`src/rtl/smart_dac_map.vh`:
```
`ifndef SMART_DAC_MAP_VH
`define SMART_DAC_MAP_VH
`define ADDR_STATUS        8'hd0
`define ADDR_GENERAL       8'hd1
`define ADDR_TRIGGER       8'hd3
`define ADDR_UPPER_LIMIT   8'h25
`define ADDR_LOWER_LIMIT   8'h26
`define GENERAL_RESET      16'h01f0
`define BIT_USER_FAULT     15
`define BIT_FACTORY_FAULT  14
`define BIT_STORE_BUSY     13
`define BIT_UPDATE_BUSY    12
`define FLD_WAVE_HI        15
`define FLD_WAVE_LO        14
`define BIT_LOCK           13
`define BIT_PMBUS          12
`define FLD_STEP_HI        11
`define FLD_STEP_LO        9
`define FLD_INTV_HI        8
`define FLD_INTV_LO        5
`define FLD_SHDN_HI        4
`define FLD_SHDN_LO        3
`define BIT_REF_EN         2
`define FLD_GAIN_HI        1
`define FLD_GAIN_LO        0
`define FLD_KEY_HI         15
`define FLD_KEY_LO         12
`define UNLOCK_KEY         4'h5
`define INTV_NO_SLEW       4'hf
`define CLK_MHZ            25
// step intervals in nanoseconds
`define T_25U6_NS   25600
`define T_32U_NS    32000
`define T_38U4_NS   38400
`define T_44U8_NS   44800
`define T_204U8_NS  204800
`define T_256U_NS   256000
`define T_307U2_NS  307200
`define T_358U4_NS  358400
`define T_1M6384_NS 1638400
`define T_2M4576_NS 2457600
`define T_3M2768_NS 3276800
`define T_4M9152_NS 4915200
`define T_12U_NS    12000
`define T_8U_NS     8000
`define T_4U_NS     4000
`define NS_TO_CYC(t) (((t) * `CLK_MHZ) / 1000)
`endif

```
`src/rtl/smart_dac_regs.v`:
```
`timescale 1ns/10ps
`include "smart_dac_map.vh"
module smart_dac_regs #(
   parameter W        = 10,
   parameter PART_ID  = 4'h9, // arbitrary value
   parameter REV_ID   = 2'h0, // arbitrary value
   parameter T_4M9152 = `NS_TO_CYC(`T_4M9152_NS),
   parameter T_3M2768 = `NS_TO_CYC(`T_3M2768_NS),
   parameter T_2M4576 = `NS_TO_CYC(`T_2M4576_NS),
   parameter T_1M6384 = `NS_TO_CYC(`T_1M6384_NS),
   parameter T_358U4  = `NS_TO_CYC(`T_358U4_NS),
   parameter T_307U2  = `NS_TO_CYC(`T_307U2_NS),
   parameter T_256U   = `NS_TO_CYC(`T_256U_NS),
   parameter T_204U8  = `NS_TO_CYC(`T_204U8_NS)
) (
   input  wire          sys_clk,
   input  wire          resetn,
   input  wire          wr_en,
   input  wire          rd_en,
   input  wire [7:0]    addr,
   input  wire [15:0]   wdata,
   input  wire          user_crc_err,
   input  wire          factory_crc_err,
   input  wire          store_active,
   input  wire          gen_run,
   output reg  [15:0]   rdata_r,
   output reg           rvalid_r,
   output reg  [W-1:0]  code_r,
   output reg           update_busy_r,
   output reg           pmbus_en_r,
   output reg           out_on_r,
   output reg           out_gnd_r,
   output reg           out_hiz_r,
   output reg           ref_int_r,
   output reg  [2:0]    gain_r,
   output reg           locked_r
);
   // short step intervals in cycles, cut to the timer width where used
   localparam C25U6 = `NS_TO_CYC(`T_25U6_NS);
   localparam C32U  = `NS_TO_CYC(`T_32U_NS);
   localparam C38U4 = `NS_TO_CYC(`T_38U4_NS);
   localparam C44U8 = `NS_TO_CYC(`T_44U8_NS);
   localparam C12U  = `NS_TO_CYC(`T_12U_NS);
   localparam C8U   = `NS_TO_CYC(`T_8U_NS);
   localparam C4U   = `NS_TO_CYC(`T_4U_NS);
   // generator states, one-hot
   localparam [2:0] S_IDLE = 3'b001;
   localparam [2:0] S_UP   = 3'b010;
   localparam [2:0] S_DOWN = 3'b100;

   reg  [15:0]  gen_r;
   reg          unlock_r;
   reg  [2:0]   st_r;
   reg  [2:0]   st_nxt;
   reg  [W-1:0] code_nxt;
   reg  [17:0]  tmr_r;
   reg  [17:0]  intv_cyc;
   reg  [5:0]   step;
   reg  [W:0]   up_sum;
   reg  [W:0]   dn_dif;
   wire [W-1:0] upper_code;
   wire [W-1:0] lower_code;
   wire         busy;
   wire         wr_ok;
   wire         lim_wr;
   wire [1:0]   wave;
   wire [3:0]   intv;
   wire [2:0]   stsel;
   wire         tick;

   assign busy  = store_active | update_busy_r;
   assign wr_ok = wr_en & ~busy & (~gen_r[`BIT_LOCK] | unlock_r);
   assign lim_wr = wr_ok & ((addr == `ADDR_UPPER_LIMIT) | (addr == `ADDR_LOWER_LIMIT));
   assign wave  = gen_r[`FLD_WAVE_HI:`FLD_WAVE_LO];
   assign intv  = gen_r[`FLD_INTV_HI:`FLD_INTV_LO];
   assign stsel = gen_r[`FLD_STEP_HI:`FLD_STEP_LO];
   assign tick  = (tmr_r == 18'h00000);

   // limit code store, codes in bits 11..2
   limit_store #(.W(W)) u_lim (
      .sys_clk (sys_clk),
      .resetn  (resetn),
      .wr_en   (lim_wr),
      .wr_sel  (addr == `ADDR_LOWER_LIMIT),
      .wr_data (wdata[W+1:2]),
      .upper_r (upper_code),
      .lower_r (lower_code)
   );

   // general settings and unlock key
   always @(posedge sys_clk or negedge resetn) begin
      if (!resetn) begin
         gen_r    <= `GENERAL_RESET;
         unlock_r <= 1'b0;
      end else begin
         if (wr_en & ~busy & (addr == `ADDR_TRIGGER))
            unlock_r <= (wdata[`FLD_KEY_HI:`FLD_KEY_LO] == `UNLOCK_KEY);
         if (wr_ok & (addr == `ADDR_GENERAL))
            gen_r <= wdata;
      end
   end

   // increment decode
   always @* begin
      case (stsel)
         3'd0:    step = 6'd1;
         3'd1:    step = 6'd2;
         3'd2:    step = 6'd3;
         3'd3:    step = 6'd4;
         3'd4:    step = 6'd6;
         3'd5:    step = 6'd8;
         3'd6:    step = 6'd16;
         default: step = 6'd32;
      endcase
   end

   // interval decode in cycles
   always @* begin
      case (intv)
         4'h0:    intv_cyc = C25U6[17:0];
         4'h1:    intv_cyc = C32U[17:0];
         4'h2:    intv_cyc = C38U4[17:0];
         4'h3:    intv_cyc = C44U8[17:0];
         4'h4:    intv_cyc = T_204U8[17:0];
         4'h5:    intv_cyc = T_256U[17:0];
         4'h6:    intv_cyc = T_307U2[17:0];
         4'h7:    intv_cyc = T_358U4[17:0];
         4'h8:    intv_cyc = T_1M6384[17:0];
         4'h9:    intv_cyc = T_2M4576[17:0];
         4'ha:    intv_cyc = T_3M2768[17:0];
         4'hb:    intv_cyc = T_4M9152[17:0];
         4'hc:    intv_cyc = C12U[17:0];
         4'hd:    intv_cyc = C8U[17:0];
         4'he:    intv_cyc = C4U[17:0];
         default: intv_cyc = 18'h00001;
      endcase
   end

   // next code and state of the waveform generator
   always @* begin
      up_sum   = {1'b0, code_r} + {{(W-5){1'b0}}, step};
      dn_dif   = {1'b0, code_r} - {{(W-5){1'b0}}, step};
      st_nxt   = st_r;
      code_nxt = code_r;
      case (st_r)
         S_IDLE: begin
            if (gen_run) begin
               st_nxt   = (wave == 2'b10) ? S_DOWN : S_UP;
               code_nxt = (wave == 2'b10) ? upper_code : lower_code;
            end
         end
         S_UP: begin
            if (wave == 2'b11) begin
               code_nxt = upper_code;
               st_nxt   = S_DOWN;
            end else if (up_sum >= {1'b0, upper_code}) begin
               code_nxt = upper_code;
               if (wave == 2'b01)
                  st_nxt = S_IDLE;
               else
                  st_nxt = S_DOWN;
            end else begin
               code_nxt = up_sum[W-1:0];
            end
         end
         S_DOWN: begin
            if (wave == 2'b11) begin
               code_nxt = lower_code;
               st_nxt   = S_UP;
            end else if (dn_dif[W] | (dn_dif <= {1'b0, lower_code})) begin
               code_nxt = lower_code;
               if (wave == 2'b10)
                  st_nxt = S_IDLE;
               else
                  st_nxt = S_UP;
            end else begin
               code_nxt = dn_dif[W-1:0];
            end
         end
         default: begin
            st_nxt = S_IDLE;
         end
      endcase
   end

   // generator registers, step once per interval
   always @(posedge sys_clk or negedge resetn) begin
      if (!resetn) begin
         st_r          <= S_IDLE;
         code_r        <= {W{1'b0}};
         tmr_r         <= 18'h00000;
         update_busy_r <= 1'b0;
      end else begin
         if (!gen_run) begin
            st_r  <= S_IDLE;
            tmr_r <= 18'h00000;
         end else if (tick) begin
            st_r  <= st_nxt;
            code_r <= code_nxt;
            tmr_r <= intv_cyc - 18'h00001;
         end else begin
            tmr_r <= tmr_r - 18'h00001;
         end
         update_busy_r <= gen_run & tick & (code_nxt != code_r);
      end
   end

   // decoded controls and read port
   always @(posedge sys_clk or negedge resetn) begin
      if (!resetn) begin
         rdata_r    <= 16'h0000;
         rvalid_r   <= 1'b0;
         pmbus_en_r <= 1'b0;
         out_on_r   <= 1'b0;
         out_gnd_r  <= 1'b0;
         out_hiz_r  <= 1'b1;
         ref_int_r  <= 1'b0;
         gain_r     <= 3'd0;
         locked_r   <= 1'b0;
      end else begin
         pmbus_en_r <= gen_r[`BIT_PMBUS];
         out_on_r   <= (gen_r[`FLD_SHDN_HI:`FLD_SHDN_LO] == 2'b00);
         out_gnd_r  <= gen_r[`FLD_SHDN_LO];
         out_hiz_r  <= (gen_r[`FLD_SHDN_HI:`FLD_SHDN_LO] == 2'b10);
         ref_int_r  <= gen_r[`BIT_REF_EN];
         // gain code: 0 none (supply), 1..4 = 1.5x,2x,3x,4x
         gain_r     <= gen_r[`BIT_REF_EN] ? {1'b0, gen_r[`FLD_GAIN_HI:`FLD_GAIN_LO]} + 3'd1 : 3'd0;
         locked_r   <= gen_r[`BIT_LOCK] & ~unlock_r;
         rvalid_r   <= rd_en;
         if (rd_en) begin
            case (addr)
               `ADDR_STATUS:      rdata_r <= {user_crc_err, factory_crc_err, store_active, update_busy_r,
                                              6'h00, PART_ID, REV_ID};
               `ADDR_GENERAL:     rdata_r <= gen_r;
               `ADDR_UPPER_LIMIT: rdata_r <= {{(14-W){1'b0}}, upper_code, 2'b00};
               `ADDR_LOWER_LIMIT: rdata_r <= {{(14-W){1'b0}}, lower_code, 2'b00};
               default:           rdata_r <= 16'h0000;
            endcase
         end
      end
   end
endmodule // smart_dac_regs

```
`src/rtl/limit_store.v`:
```
`timescale 1ns/10ps
// two-entry limit code store with registered read
module limit_store #(
   parameter W = 10
) (
   input  wire         sys_clk,
   input  wire         resetn,
   input  wire         wr_en,
   input  wire         wr_sel,
   input  wire [W-1:0] wr_data,
   output reg  [W-1:0] upper_r,
   output reg  [W-1:0] lower_r
);
   // entry 0 upper, entry 1 lower
   always @(posedge sys_clk or negedge resetn) begin
      if (!resetn) begin
         upper_r <= {W{1'b0}};
         lower_r <= {W{1'b0}};
      end else if (wr_en) begin
         if (wr_sel)
            lower_r <= wr_data;
         else
            upper_r <= wr_data;
      end
   end
endmodule // limit_store

```
`config.mk`:
```
export PLATFORM = sky130hd
export DESIGN_NAME = smart_dac_regs
export DESIGN_NICKNAME = d
export VERILOG_FILES = /design/src/rtl/smart_dac_regs.v /design/src/rtl/limit_store.v
export VERILOG_INCLUDE_DIRS = /design/src /design/src/rtl
export SDC_FILE = /design/constraint.sdc
export NUM_CORES = 1
export LEC_CHECK = 0
export BUFFER_PORTS_ARGS = -buffer_cell sky130_fd_sc_hd__clkbuf_2
export CELL_PAD_IN_SITES_DETAIL_PLACEMENT = 1
export CELL_PAD_IN_SITES_GLOBAL_PLACEMENT = 2
export CORE_UTILIZATION = 37
export DETAILED_ROUTE_END_ITERATION = 8
export PLACE_DENSITY_LB_ADDON = 0.1
export SYNTH_ARGS = -nofsm -noshare
export SYNTH_HDL_FRONTEND = slang
export SYNTH_SLANG_ARGS = --single-unit
export TNS_END_PERCENT = 1
```
`constraint.sdc`:
```
create_clock -name sys_clk -period 6.2 [get_ports sys_clk]
set_input_delay 0.93 -clock sys_clk [delete_from_list [all_inputs] [get_ports sys_clk]]
set_output_delay 0.93 -clock sys_clk [all_outputs]
set_load 0.1 [all_outputs]
```
# Yosys cells after proc, flatten, opt, wreduce, memory -nomap -nowiden

Memories as Yosys holds them, arrays and structs flattened.
Index checks and enable logic that the tools add are counted.

Add/sub/neg operators: 5
Bitwise operators: 16
Reduce and logical (&&, ||, !) cells: 7
Magnitude comparators: 2
Mux-type cells: 22
Equality and inequality tests: 23

Operators by type and width:

| kind                                                 | count |
|---|---|
| case mux 16 bit (4 select lines)                     | 1 |
| two-way mux 10 bit                                   | 6 |
| case mux 6 bit (7 select lines)                      | 1 |
| two-way mux 18 bit                                   | 2 |
| subtractor 18 x 1 -> 18 bit (second input constant)  | 2 |
| case mux 10 bit (3 select lines)                     | 1 |
| two-way mux 3 bit                                    | 9 |
| equality test 8 bit (second input constant)          | 3 |
| logical NOT 18 bit                                   | 1 |
| equality test 8 x 6 -> 1 bit (second input constant) | 2 |
| equality test 3 bit (second input constant)          | 4 |
| adder 10 x 6 -> 11 bit                               | 1 |
| greater-or-equal comparator 11 x 10 -> 1 bit         | 1 |
| less-or-equal comparator 11 x 10 -> 1 bit            | 1 |
| subtractor 10 x 6 -> 11 bit                          | 1 |
| inequality test 10 bit                               | 1 |
| equality test 3 x 2 -> 1 bit (second input constant) | 3 |
| case mux 3 bit (3 select lines)                      | 1 |
| AND 1 bit                                            | 8 |
| inequality test 4 bit (second input constant)        | 2 |
| equality test 2 bit (second input constant)          | 3 |
| equality test 3 x 1 -> 1 bit (second input constant) | 2 |
| AND reduction 2 bit                                  | 3 |
| equality test 4 x 3 -> 1 bit (second input constant) | 1 |
| 9 further kinds                                      | 15 |

Register bits: 95
Memories: 1
Output and inout bits: 37
Bits in read-only memories: 240
Input port bits: 32
Word-level logic and storage cells: 93

Memories:

| memory           | words | bits a word | read ports | clocked after memory_dff | wr ports | line                 | source |
|---|---|---|---|---|---|---|---|
| (name not given) | 16    | 15          | 1          | 0                        | 0        | smart_dac_regs.v:119 | `case (intv)` |

# Logic depth before layout (Yosys ltp)

Gate-level depths: netlist of run 1.

Depth in word-level cells: 10
Gate-level depth with buffers: 22

# Modules after synthesis

A second synthesis of run 1 with hierarchy kept.

Cell total of the unflattened synthesis: 734
Area, all modules: 6819.0 um^2

Modules (own cells, without submodules):

| module         | cells each | area an instance (um^2) | instances | seq. area each (um^2) |
|---|---|---|---|---|
| smart_dac_regs | 691        | 6062.1                  | 1         | 1885.6 |
| limit_store    | 43         | 757.0                   | 1         | 500.5 |

# Worst setup path before layout of run 1

Ideal clock, no wire load.

Path kind: register to register
From: register code_r[0]
To: register update_busy_r
Cell stages (with the launch flop): 18
Library setup time: 138 ps
Buffers on the path: 1
Path slack: 1216 ps
Clock period less this slack: 4984 ps
Arrival: 4846 ps
Required time: 6062 ps
Path through: dfrtp_1 ha_1 inv_1 fa_1 nor3_2 o31a_1 o311ai_0 ha_1 a21o_1 a21o_1 o221ai_1 and3_1 buf_6 mux2_4 a221oi_2 o22ai_1 o41ai_1 a31oi_1

Word-level cells in the longest chain between the ends: 8
Elaborated cells between the ends (all ways): 13
Those cells by class: add/sub: 2; order compare: 2; eq/ne: 1; mux: 6; bitwise: 2

Ends and longest elaborated chain:

| item                                      | line                 | source |
|---|---|---|
| start, declared                           | smart_dac_regs.v:28  | `output reg [W-1:0] code_r,` |
| start signal, assigned                    | smart_dac_regs.v:190 | `code_r <= {W{1'b0}};` |
| start signal, assigned                    | smart_dac_regs.v:199 | `code_r <= code_nxt;` |
| subtractor 10 x 6 -> 11 bit               | smart_dac_regs.v:142 | `dn_dif = {1'b0, code_r} - {{(W-5){1'b0}}, step};` |
| less-or-equal comparator 11 x 10 -> 1 bit | smart_dac_regs.v:170 | `end else if (dn_dif[W] \| (dn_dif <= {1'b0, lower_code})) begin` |
| bitwise OR 1 bit                          | smart_dac_regs.v:170 |  |
| two-way mux 10 bit                        | smart_dac_regs.v:170 |  |
| two-way mux 10 bit                        | smart_dac_regs.v:167 | `if (wave == 2'b11) begin` |
| case mux 10 bit (3 select lines)          | smart_dac_regs.v:145 | `case (st_r)` |
| inequality test 10 bit (*)                | smart_dac_regs.v:204 | `update_busy_r <= gen_run & tick & (code_nxt != code_r);` |
| AND 1 bit (*)                             | smart_dac_regs.v:204 |  |
| end signal, assigned                      | smart_dac_regs.v:204 |  |
| end, declared                             | smart_dac_regs.v:29  | `output reg update_busy_r,` |

Every way passes the cells marked *; elsewhere a longest branch is shown, timed or not.
A chain may end at the register's enable or synchronous reset.

# Worst setup path in the final report of run 1

From: register gen_r[9]
To: register update_busy_r

Word-level cells in the longest chain between the ends: 10
Elaborated cells between the ends (all ways): 20
Those cells by class: add/sub: 2; order compare: 2; eq/ne: 7; mux: 6; bitwise: 2; reduce/logical: 1

Ends and longest elaborated chain:

| item                                        | line                 | source |
|---|---|---|
| start, declared                             | smart_dac_regs.v:51  | `reg [15:0] gen_r;` |
| start signal, assigned                      | smart_dac_regs.v:93  | `` gen_r <= `GENERAL_RESET; `` |
| start signal, assigned                      | smart_dac_regs.v:99  | `gen_r <= wdata;` |
| equality test 3 bit (tied with other cells) | smart_dac_regs.v:105 | `case (stsel)` |
| case mux 6 bit (7 select lines) (*)         | smart_dac_regs.v:105 |  |
| subtractor 10 x 6 -> 11 bit                 | smart_dac_regs.v:142 |  |
| less-or-equal comparator 11 x 10 -> 1 bit   | smart_dac_regs.v:170 |  |
| bitwise OR 1 bit                            | smart_dac_regs.v:170 |  |
| two-way mux 10 bit                          | smart_dac_regs.v:170 |  |
| two-way mux 10 bit                          | smart_dac_regs.v:167 |  |
| case mux 10 bit (3 select lines) (*)        | smart_dac_regs.v:145 |  |
| inequality test 10 bit (*)                  | smart_dac_regs.v:204 |  |
| AND 1 bit (*)                               | smart_dac_regs.v:204 |  |

Marks and branches as above.

==> impl_metrics.tcl, run 1 <==
set metrics [dict create \
    hold_bufs_inserted_after_cts 0 \
    grt_antenna_before_repair 0 \
    critPathMaxStageDelay_ps 520 \
    hpwl_um 17600 \
    numPlacedInstances 1008 \
    routed_wire_length_per_instance_um 21.8 \
    run_status "completed" \
    synth_async_sr_flop_share_pct 100 \
    timing.critical_path.buf_inv 0 \
    synth_largest_type_area_fraction_pct 33.4 \
    final.fill_count 2071 \
    die_width_um 136 \
    drtAntennaViolNets 0 \
    maxSlewViolCount 0 \
    most_instantiated_flip_flop_cell_in_the_synthesis_netlist "sky130_fd_sc_hd__dfrtp_1" \
    met1_usage_pct 33.5 \
    core_region_area_um2 17400 \
    slew_headroom_pct 23.0 \
    cellLeakagePower_nw 3.41 \
    critical_path_arrival_ps 5580 \
    synthDominantAreaCellType "sky130_fd_sc_hd__dfrtp_1" \
    cts.sinks 95 \
    multi_input_comb_area_um2 3800 \
    synth_area_um2 6600 \
    power_density_nw_per_um2 423 \
    n_antenna_cell 0 \
    hold_path.startpoint "gen_r[12]" \
    core.rowCount 48 \
    cpLargestDelayFamily "compound AO/OA/AOI/OAI gates" \
    setup.worst_path.end_class "flip-flop" \
    initial_core_util_pct 38.0 \
    finalWeightedCongestion 0.956 \
    fmax_mhz 186 \
    yosysWarnings 0 \
    finalCritPeriodShare_pct 86.5 \
    postRouteWirelength_um 22300 \
    min-delay-path-class "flip-flop to flip-flop" \
    drt_first_iter_violations 426 \
    max_cap_violations 0 \
    synth.most_common_cell "sky130_fd_sc_hd__dfrtp_1" \
    rsz0062_at_grt "no" \
    worstPathCellList "nand2b_1, o21a_1, ha_1, nor3_2, o31a_1, o311ai_0, ha_1, a21o_1, a21o_1, o221ai_1, and3_1, mux2_4, a221oi_2, o22ai_1, o41ai_1, a31oi_1" \
    share_of_synthesized_area_occupied_by_flip_flops_and_latches_pct 36.2 \
    overflow 0 \
    ff_latch_area_um2 2390 \
    period_needed_ps 5360 \
    worstSetupStartpoint "gen_r[9]" \
    floorplan.die_area_um2 18400 \
    class_of_the_most_critical_setup_path "flip-flop to flip-flop" \
    clock_path_buffers 2 \
    synth_edf_count 0 \
    cts_setup_buffers 0 \
    worst-endpoint-required_ps 6410 \
    path_clk_slew_ps 70 \
    synthesis.nets 823 \
    cts-htree-levels 3 \
    biggest_area_contributors_in_the_synthesized_netlist "sky130_fd_sc_hd__dfrtp_1 (33%), sky130_fd_sc_hd__ha_1 (7.6%), sky130_fd_sc_hd__a21oi_1 (3.9%)" \
    worst_ir_drop_vdd_mv 0.420 \
    post_synth_inst_count 749 \
    clockRootBuffer "sky130_fd_sc_hd__clkbuf_16" \
    setup-violations-final 0 \
    met2_usage_pct 41.3 \
    detail_route.first_pass.iterations 5 \
    global_route_wire_length_before_repair_um 35800 \
    worstSkewPairLatency_ps 350 \
    final_net_count 868 \
    hold_violations 0 \
    vias_in_the_first_global_route 6230 \
    areaGrowthSynthToFinish_pct 12.2 \
    dp_worst_setup_slack_ps 858 \
    grt_util_met3_pct 4.60 \
    grt_start_max_net_pins 56 \
    ctsResizeCount 0 \
    vias_per_cell 5.90 \
    timing.critical_path.fanout_max 8 \
    cp-start-kind "flip-flop" \
    die_height_um 136 \
    io-pin-count 69 \
    postSynthAreaPerCell_um2 8.81 \
    detail_route.drc_violations 0 \
    final.setup.worst_slack_ps 835 \
    worst_clock_skew_ps 5.49 \
    detailroute.via_count 6037 \
    track_usage_pct 25.8 \
    global_route.peak_usage_layer "met2" \
    worst-slew-pin-transition_ps 1150 \
    timing.critical_path.slowest_stage_cell "sky130_fd_sc_hd__o311ai_0" \
    drive_gt1_share_pct 16.1 \
    reg2reg_from "gen_r[9]" \
    port_buffers 68 \
    instances_no_fill 1024 \
    synth_commonest_cells "sky130_fd_sc_hd__dfrtp_1 (88), sky130_fd_sc_hd__inv_1 (64), sky130_fd_sc_hd__a21oi_1 (52), sky130_fd_sc_hd__nor2_1 (52), sky130_fd_sc_hd__nand2_1 (49)" \
    synth_seq_cells 95 \
    setup_tns_ps 0 \
    tritoncts.num_buffers 9 \
    library_cells_used_by_synthesis 76 \
    cts_tree "done" \
]
-- layout make-up --
cell class	count	share of cell area (%)
Sequential cell	95	32.2
Tap cell	225	3.80
Timing Repair Buffer	74	5.24
Inverter	64	3.24
Multi-Input combinational cell	550	51.4
Clock inverter	3	0.591
Clock buffer	13	3.51
-- worst reg2reg max path, cell delays in order, from the launching register on --
cell and delay [ps]:
sky130_fd_sc_hd__dfrtp_1 470, sky130_fd_sc_hd__nand2b_1 210, sky130_fd_sc_hd__o21a_1 210, sky130_fd_sc_hd__ha_1 460, sky130_fd_sc_hd__nor3_2 100, sky130_fd_sc_hd__o31a_1 360
sky130_fd_sc_hd__o311ai_0 520, sky130_fd_sc_hd__ha_1 350, sky130_fd_sc_hd__a21o_1 160, sky130_fd_sc_hd__a21o_1 170, sky130_fd_sc_hd__o221ai_1 420, sky130_fd_sc_hd__and3_1 490
sky130_fd_sc_hd__mux2_4 350, sky130_fd_sc_hd__a221oi_2 310, sky130_fd_sc_hd__o22ai_1 140, sky130_fd_sc_hd__o41ai_1 390, sky130_fd_sc_hd__a31oi_1 120
-- cell families (layout without fill, tap and decap cells) --
group / after synthesis / after routing / synth area share (%)
DFF: 95 / 95 / 36.2
and+or+nand+nor: 233 / 233 / 18.7
AOI/OAI and AO/OA: 228 / 228 / 23.5
muxes: 26 / 26 / 4.29
xor gates and xnor gates: 21 / 21 / 2.79
adders and majority gates: 42 / 42 / 8.19
buffers and inverters: 104 / 154 / 6.32
-- path summary, 6_finish.rpt --
check	end	slack, ps	depth (start not counted)
setup / recovery	update_busy_r	840	16
hold / removal	pmbus_en_r	400	0
setup reg to reg	update_busy_r	840	16
hold reg to reg	pmbus_en_r	400	0
max in group asynchronous	code_r[2]	4510	2
min in group asynchronous	rdata_r[1]	560	1
-- layout by cell type (no fill, tap or decap), types with 5 or more instances in the layout --
master / netlist / final
sky130_fd_sc_hd__nand2b_1: 12 / 12
sky130_fd_sc_hd__nand3_1: 16 / 16
sky130_fd_sc_hd__o21ai_0: 47 / 47
sky130_fd_sc_hd__nor3b_1: 7 / 7
sky130_fd_sc_hd__a211o_1: 5 / 5
sky130_fd_sc_hd__nor2b_1: 12 / 12
sky130_fd_sc_hd__inv_1: 64 / 64
sky130_fd_sc_hd__mux2_2: 14 / 14
sky130_fd_sc_hd__and2_1: 16 / 16
sky130_fd_sc_hd__nor3_1: 15 / 13
sky130_fd_sc_hd__mux2i_1: 11 / 11
sky130_fd_sc_hd__o221ai_1: 5 / 5
sky130_fd_sc_hd__o211ai_1: 12 / 12
sky130_fd_sc_hd__and3_1: 7 / 7
sky130_fd_sc_hd__dfstp_2: 7 / 7
sky130_fd_sc_hd__a222oi_1: 9 / 9
sky130_fd_sc_hd__nand3b_1: 5 / 5
sky130_fd_sc_hd__or3_1: 7 / 7
sky130_fd_sc_hd__o21a_1: 6 / 6
sky130_fd_sc_hd__dfrtp_1: 88 / 88
sky130_fd_sc_hd__a31oi_1: 7 / 7
sky130_fd_sc_hd__nor2_1: 52 / 52
sky130_fd_sc_hd__a21oi_1: 52 / 52
sky130_fd_sc_hd__clkbuf_2: 0 / 67
sky130_fd_sc_hd__xnor2_1: 13 / 13
sky130_fd_sc_hd__a21o_1: 9 / 9
sky130_fd_sc_hd__xor2_1: 8 / 8
sky130_fd_sc_hd__a22oi_1: 5 / 5
sky130_fd_sc_hd__nand2_1: 49 / 49
sky130_fd_sc_hd__clkbuf_16: 0 / 9
sky130_fd_sc_hd__buf_4: 1 / 7
sky130_fd_sc_hd__nand4_1: 13 / 13
sky130_fd_sc_hd__o22ai_1: 19 / 19
sky130_fd_sc_hd__ha_1: 40 / 40
sky130_fd_sc_hd__o311ai_0: 6 / 6
-- per-stage QoR --
stage | total power [mW] | area [um^2] | hold slack (ps) | util [%]
2_1_floorplan | 2.08 | 6600 | 371 | -
3_3_place_gp | 2.51 | 7100 | 383 | 40.9
3_5_place_dp | 2.55 | 7100 | 387 | 40.9
4_1_cts | 3.14 | 7400 | 402 | 42.7
5_1_grt | 3.34 | 7400 | 427 | 42.7
6_report | 3.13 | 7400 | 404 | 42.7
-- registers in the layout, summed over array words and instances, names as in the netlist --
signal and flops:
u_lim.lower_r 10, code_r 10, st_r 3, locked_r 1, tmr_r 18, update_busy_r 1
u_lim.upper_r 10, gen_r 16, unlock_r 1, out_gnd_r 1, rvalid_r 1, pmbus_en_r 1
ref_int_r 1, rdata_r 16, out_hiz_r 1, out_on_r 1, gain_r 3
-- layer usage --
metal | share of wire, % | routed length, um
met3 | 4.7 | 1060
met1 | 45 | 10000
met2 | 46 | 10300
met4 | 4.2 | 940
met5 | 0 | 0
-- power breakdown --
group	internal (mW)	leakage [nW]	switching [mW]	total [mW]
sequential	0.705	1.15	0.186	0.892
clock	0.336	0.150	0.243	0.579
combinational	0.561	2.11	1.10	1.66
No activity file was read; power rests on OpenSTA's default activity.
==> inputs of run 2 (changes only) <==
CELL_PAD_IN_SITES_DETAIL_PLACEMENT = 0   (was 1)
==> run 2 against run 1 <==
Against the previous run: clock power grew 0.7%; non-clock buffer count stayed put; worst setup slack better by 65 ps; sequential share of layout area about the same; wire length fell by 6.2%; critical path type unchanged; largest cell class unchanged.
==> impl_metrics.tcl, run 2 (synthesized netlist as in run 1, its figures left out) <==
set metrics [dict create \
    run_status "completed" \
    vias_in_the_first_global_route 5931 \
    final_net_count 868 \
    drive_gt1_share_pct 16.3 \
    final_cell_mix "sky130_fd_sc_hd__dfrtp_1 (88), sky130_fd_sc_hd__clkbuf_2 (67), sky130_fd_sc_hd__inv_1 (64)" \
    power_density_nw_per_um2 419 \
    instances_no_fill 1024 \
    final.fill_count 1774 \
    worstSkewPairLatency_ps 350 \
    cellLeakagePower_nw 3.42 \
    die_width_um 136 \
    finalCritPeriodShare_pct 85.5 \
    worst_ir_drop_vdd_mv 0.386 \
    setup-violations-final 0 \
    rsz0062_at_grt "no" \
    grt_start_max_net_pins 56 \
    detailroute.via_count 5947 \
    drt_first_iter_violations 536 \
    fin_total_pwr_mw 3.11 \
    dp_worst_setup_slack_ps 924 \
    hold_path.startpoint "gen_r[12]" \
    cp-start-kind "flip-flop" \
    worstPathCellList "nand2b_1, o21a_1, ha_1, nor3_2, o31a_1, o311ai_0, ha_1, a21o_1, a21o_1, o221ai_1, and3_1, mux2_2, o211ai_1, o22ai_1, o41ai_1, a31oi_1" \
    cpLargestDelayFamily "compound AO/OA/AOI/OAI gates" \
    max_flop_register "tmr_r" \
    final.setup.worst_slack_ps 900 \
    dpl-instance-area_um2 7100 \
    layout.cell_area.non_filler_um2 7410 \
    min-delay-path-class "flip-flop to flip-flop" \
    setup_tns_ps 0 \
    commonest_non_fill_non_tap_cell_in_the_layout "sky130_fd_sc_hd__dfrtp_1" \
    port_buffers 68 \
    tritoncts.num_buffers 9 \
    worst_clock_skew_ps 7.41 \
    drtAntennaViolNets 0 \
    largest_register_ffs 18 \
    path_clk_slew_ps 70 \
    floorplan.die_area_um2 18400 \
    setup.worst_path.end_class "flip-flop" \
    io-pin-count 69 \
    cts_setup_buffers 0 \
    areaGrowthSynthToFinish_pct 12.3 \
    critPathMaxStageDelay_ps 500 \
    grt_antenna_before_repair 0 \
    reg.largest.list "tmr_r x18, gen_r x16, rdata_r x16" \
    n_antenna_cell 0 \
    detail_route.drc_violations 0 \
    cts.sinks 95 \
    clock_path_buffers 2 \
    overflow 0 \
    die_height_um 136 \
    initial_core_util_pct 38.0 \
    timing.critical_path.buf_inv 0 \
    worst-endpoint-required_ps 6420 \
    cts-htree-levels 3 \
    finalWeightedCongestion 0.956 \
    track_usage_pct 24.1 \
    global_route_wire_length_before_repair_um 33600 \
    hold_violations 0 \
    routed_wire_length_per_instance_um 20.4 \
    class_of_the_most_critical_setup_path "flip-flop to flip-flop" \
    clockRootBuffer "sky130_fd_sc_hd__clkbuf_16" \
    maxSlewViolCount 0 \
    numPlacedInstances 1008 \
    core_region_area_um2 17400 \
    worstSetupStartpoint "gen_r[9]" \
    fmax_mhz 189 \
    core.rowCount 48 \
    timing.critical_path.slowest_stage_cell "sky130_fd_sc_hd__and3_1" \
    hpwl_um 16200 \
    postRouteWirelength_um 20900 \
    slew_headroom_pct 19.7 \
    reg2reg_from "gen_r[9]" \
    detail_route.first_pass.iterations 5 \
    ctsResizeCount 0 \
    worst-slew-pin-transition_ps 1200 \
    critical_path_arrival_ps 5520 \
    period_needed_ps 5300 \
    cts_tree "done" \
    hold_bufs_inserted_after_cts 0 \
    vias_per_cell 5.81 \
    max_cap_violations 0 \
    timing.critical_path.fanout_max 8 \
]
run 2: path summary, 6_finish.rpt:
path	depth (start not counted)	end	slack, ps
worst min-delay path	0	pmbus_en_r	400
worst max-delay path	16	update_busy_r	900
worst max register to register	16	update_busy_r	900
max in group asynchronous	2	code_r[1]	4530
min in group asynchronous	1	rdata_r[0]	550
worst min register to register	0	pmbus_en_r	400
run 2: per-stage QoR:
step / hold WS, ps / utilization, %
3_5_place_dp: 383 / 40.9
6_report: 399 / 42.7
2_1_floorplan: 371 / -
4_1_cts: 399 / 42.7
3_3_place_gp: 383 / 40.9
5_1_grt: 427 / 42.7
run 2: routing by layer:
metal	up-vias	GRT usage [%]	share of wire (%)
met5	-	0	0
met4	0	13.5	4.6
met3	54	3.40	5.9
met2	210	37.1	44
met1	2859	32.6	46
li1	2824	-	-
run 2: area by class of cell:
type | count | area (um^2) | area share, %
Multi-Input combinational cell | 550 | 3800 | 51.4
Sequential cell | 95 | 2390 | 32.2
Timing Repair Buffer | 74 | 388 | 5.23
Tap cell | 225 | 282 | 3.80
Clock buffer | 12 | 256 | 3.46
Inverter | 64 | 240 | 3.24
Clock inverter | 4 | 52.6 | 0.709
run 2: where the power goes:
group	switching, mW	total, mW	internal (mW)
clock	0.247	0.583	0.337
sequential	0.181	0.886	0.705
combinational	1.08	1.64	0.559
run 2: worst reg2reg max path: cells and delay by family, from the launching register on:
kind | cells | cell delay [ps]
fa+ha+maj | 2 | 790
compound gates | 10 | 2730
flops | 1 | 460
mux | 1 | 390
simple gates | 3 | 790
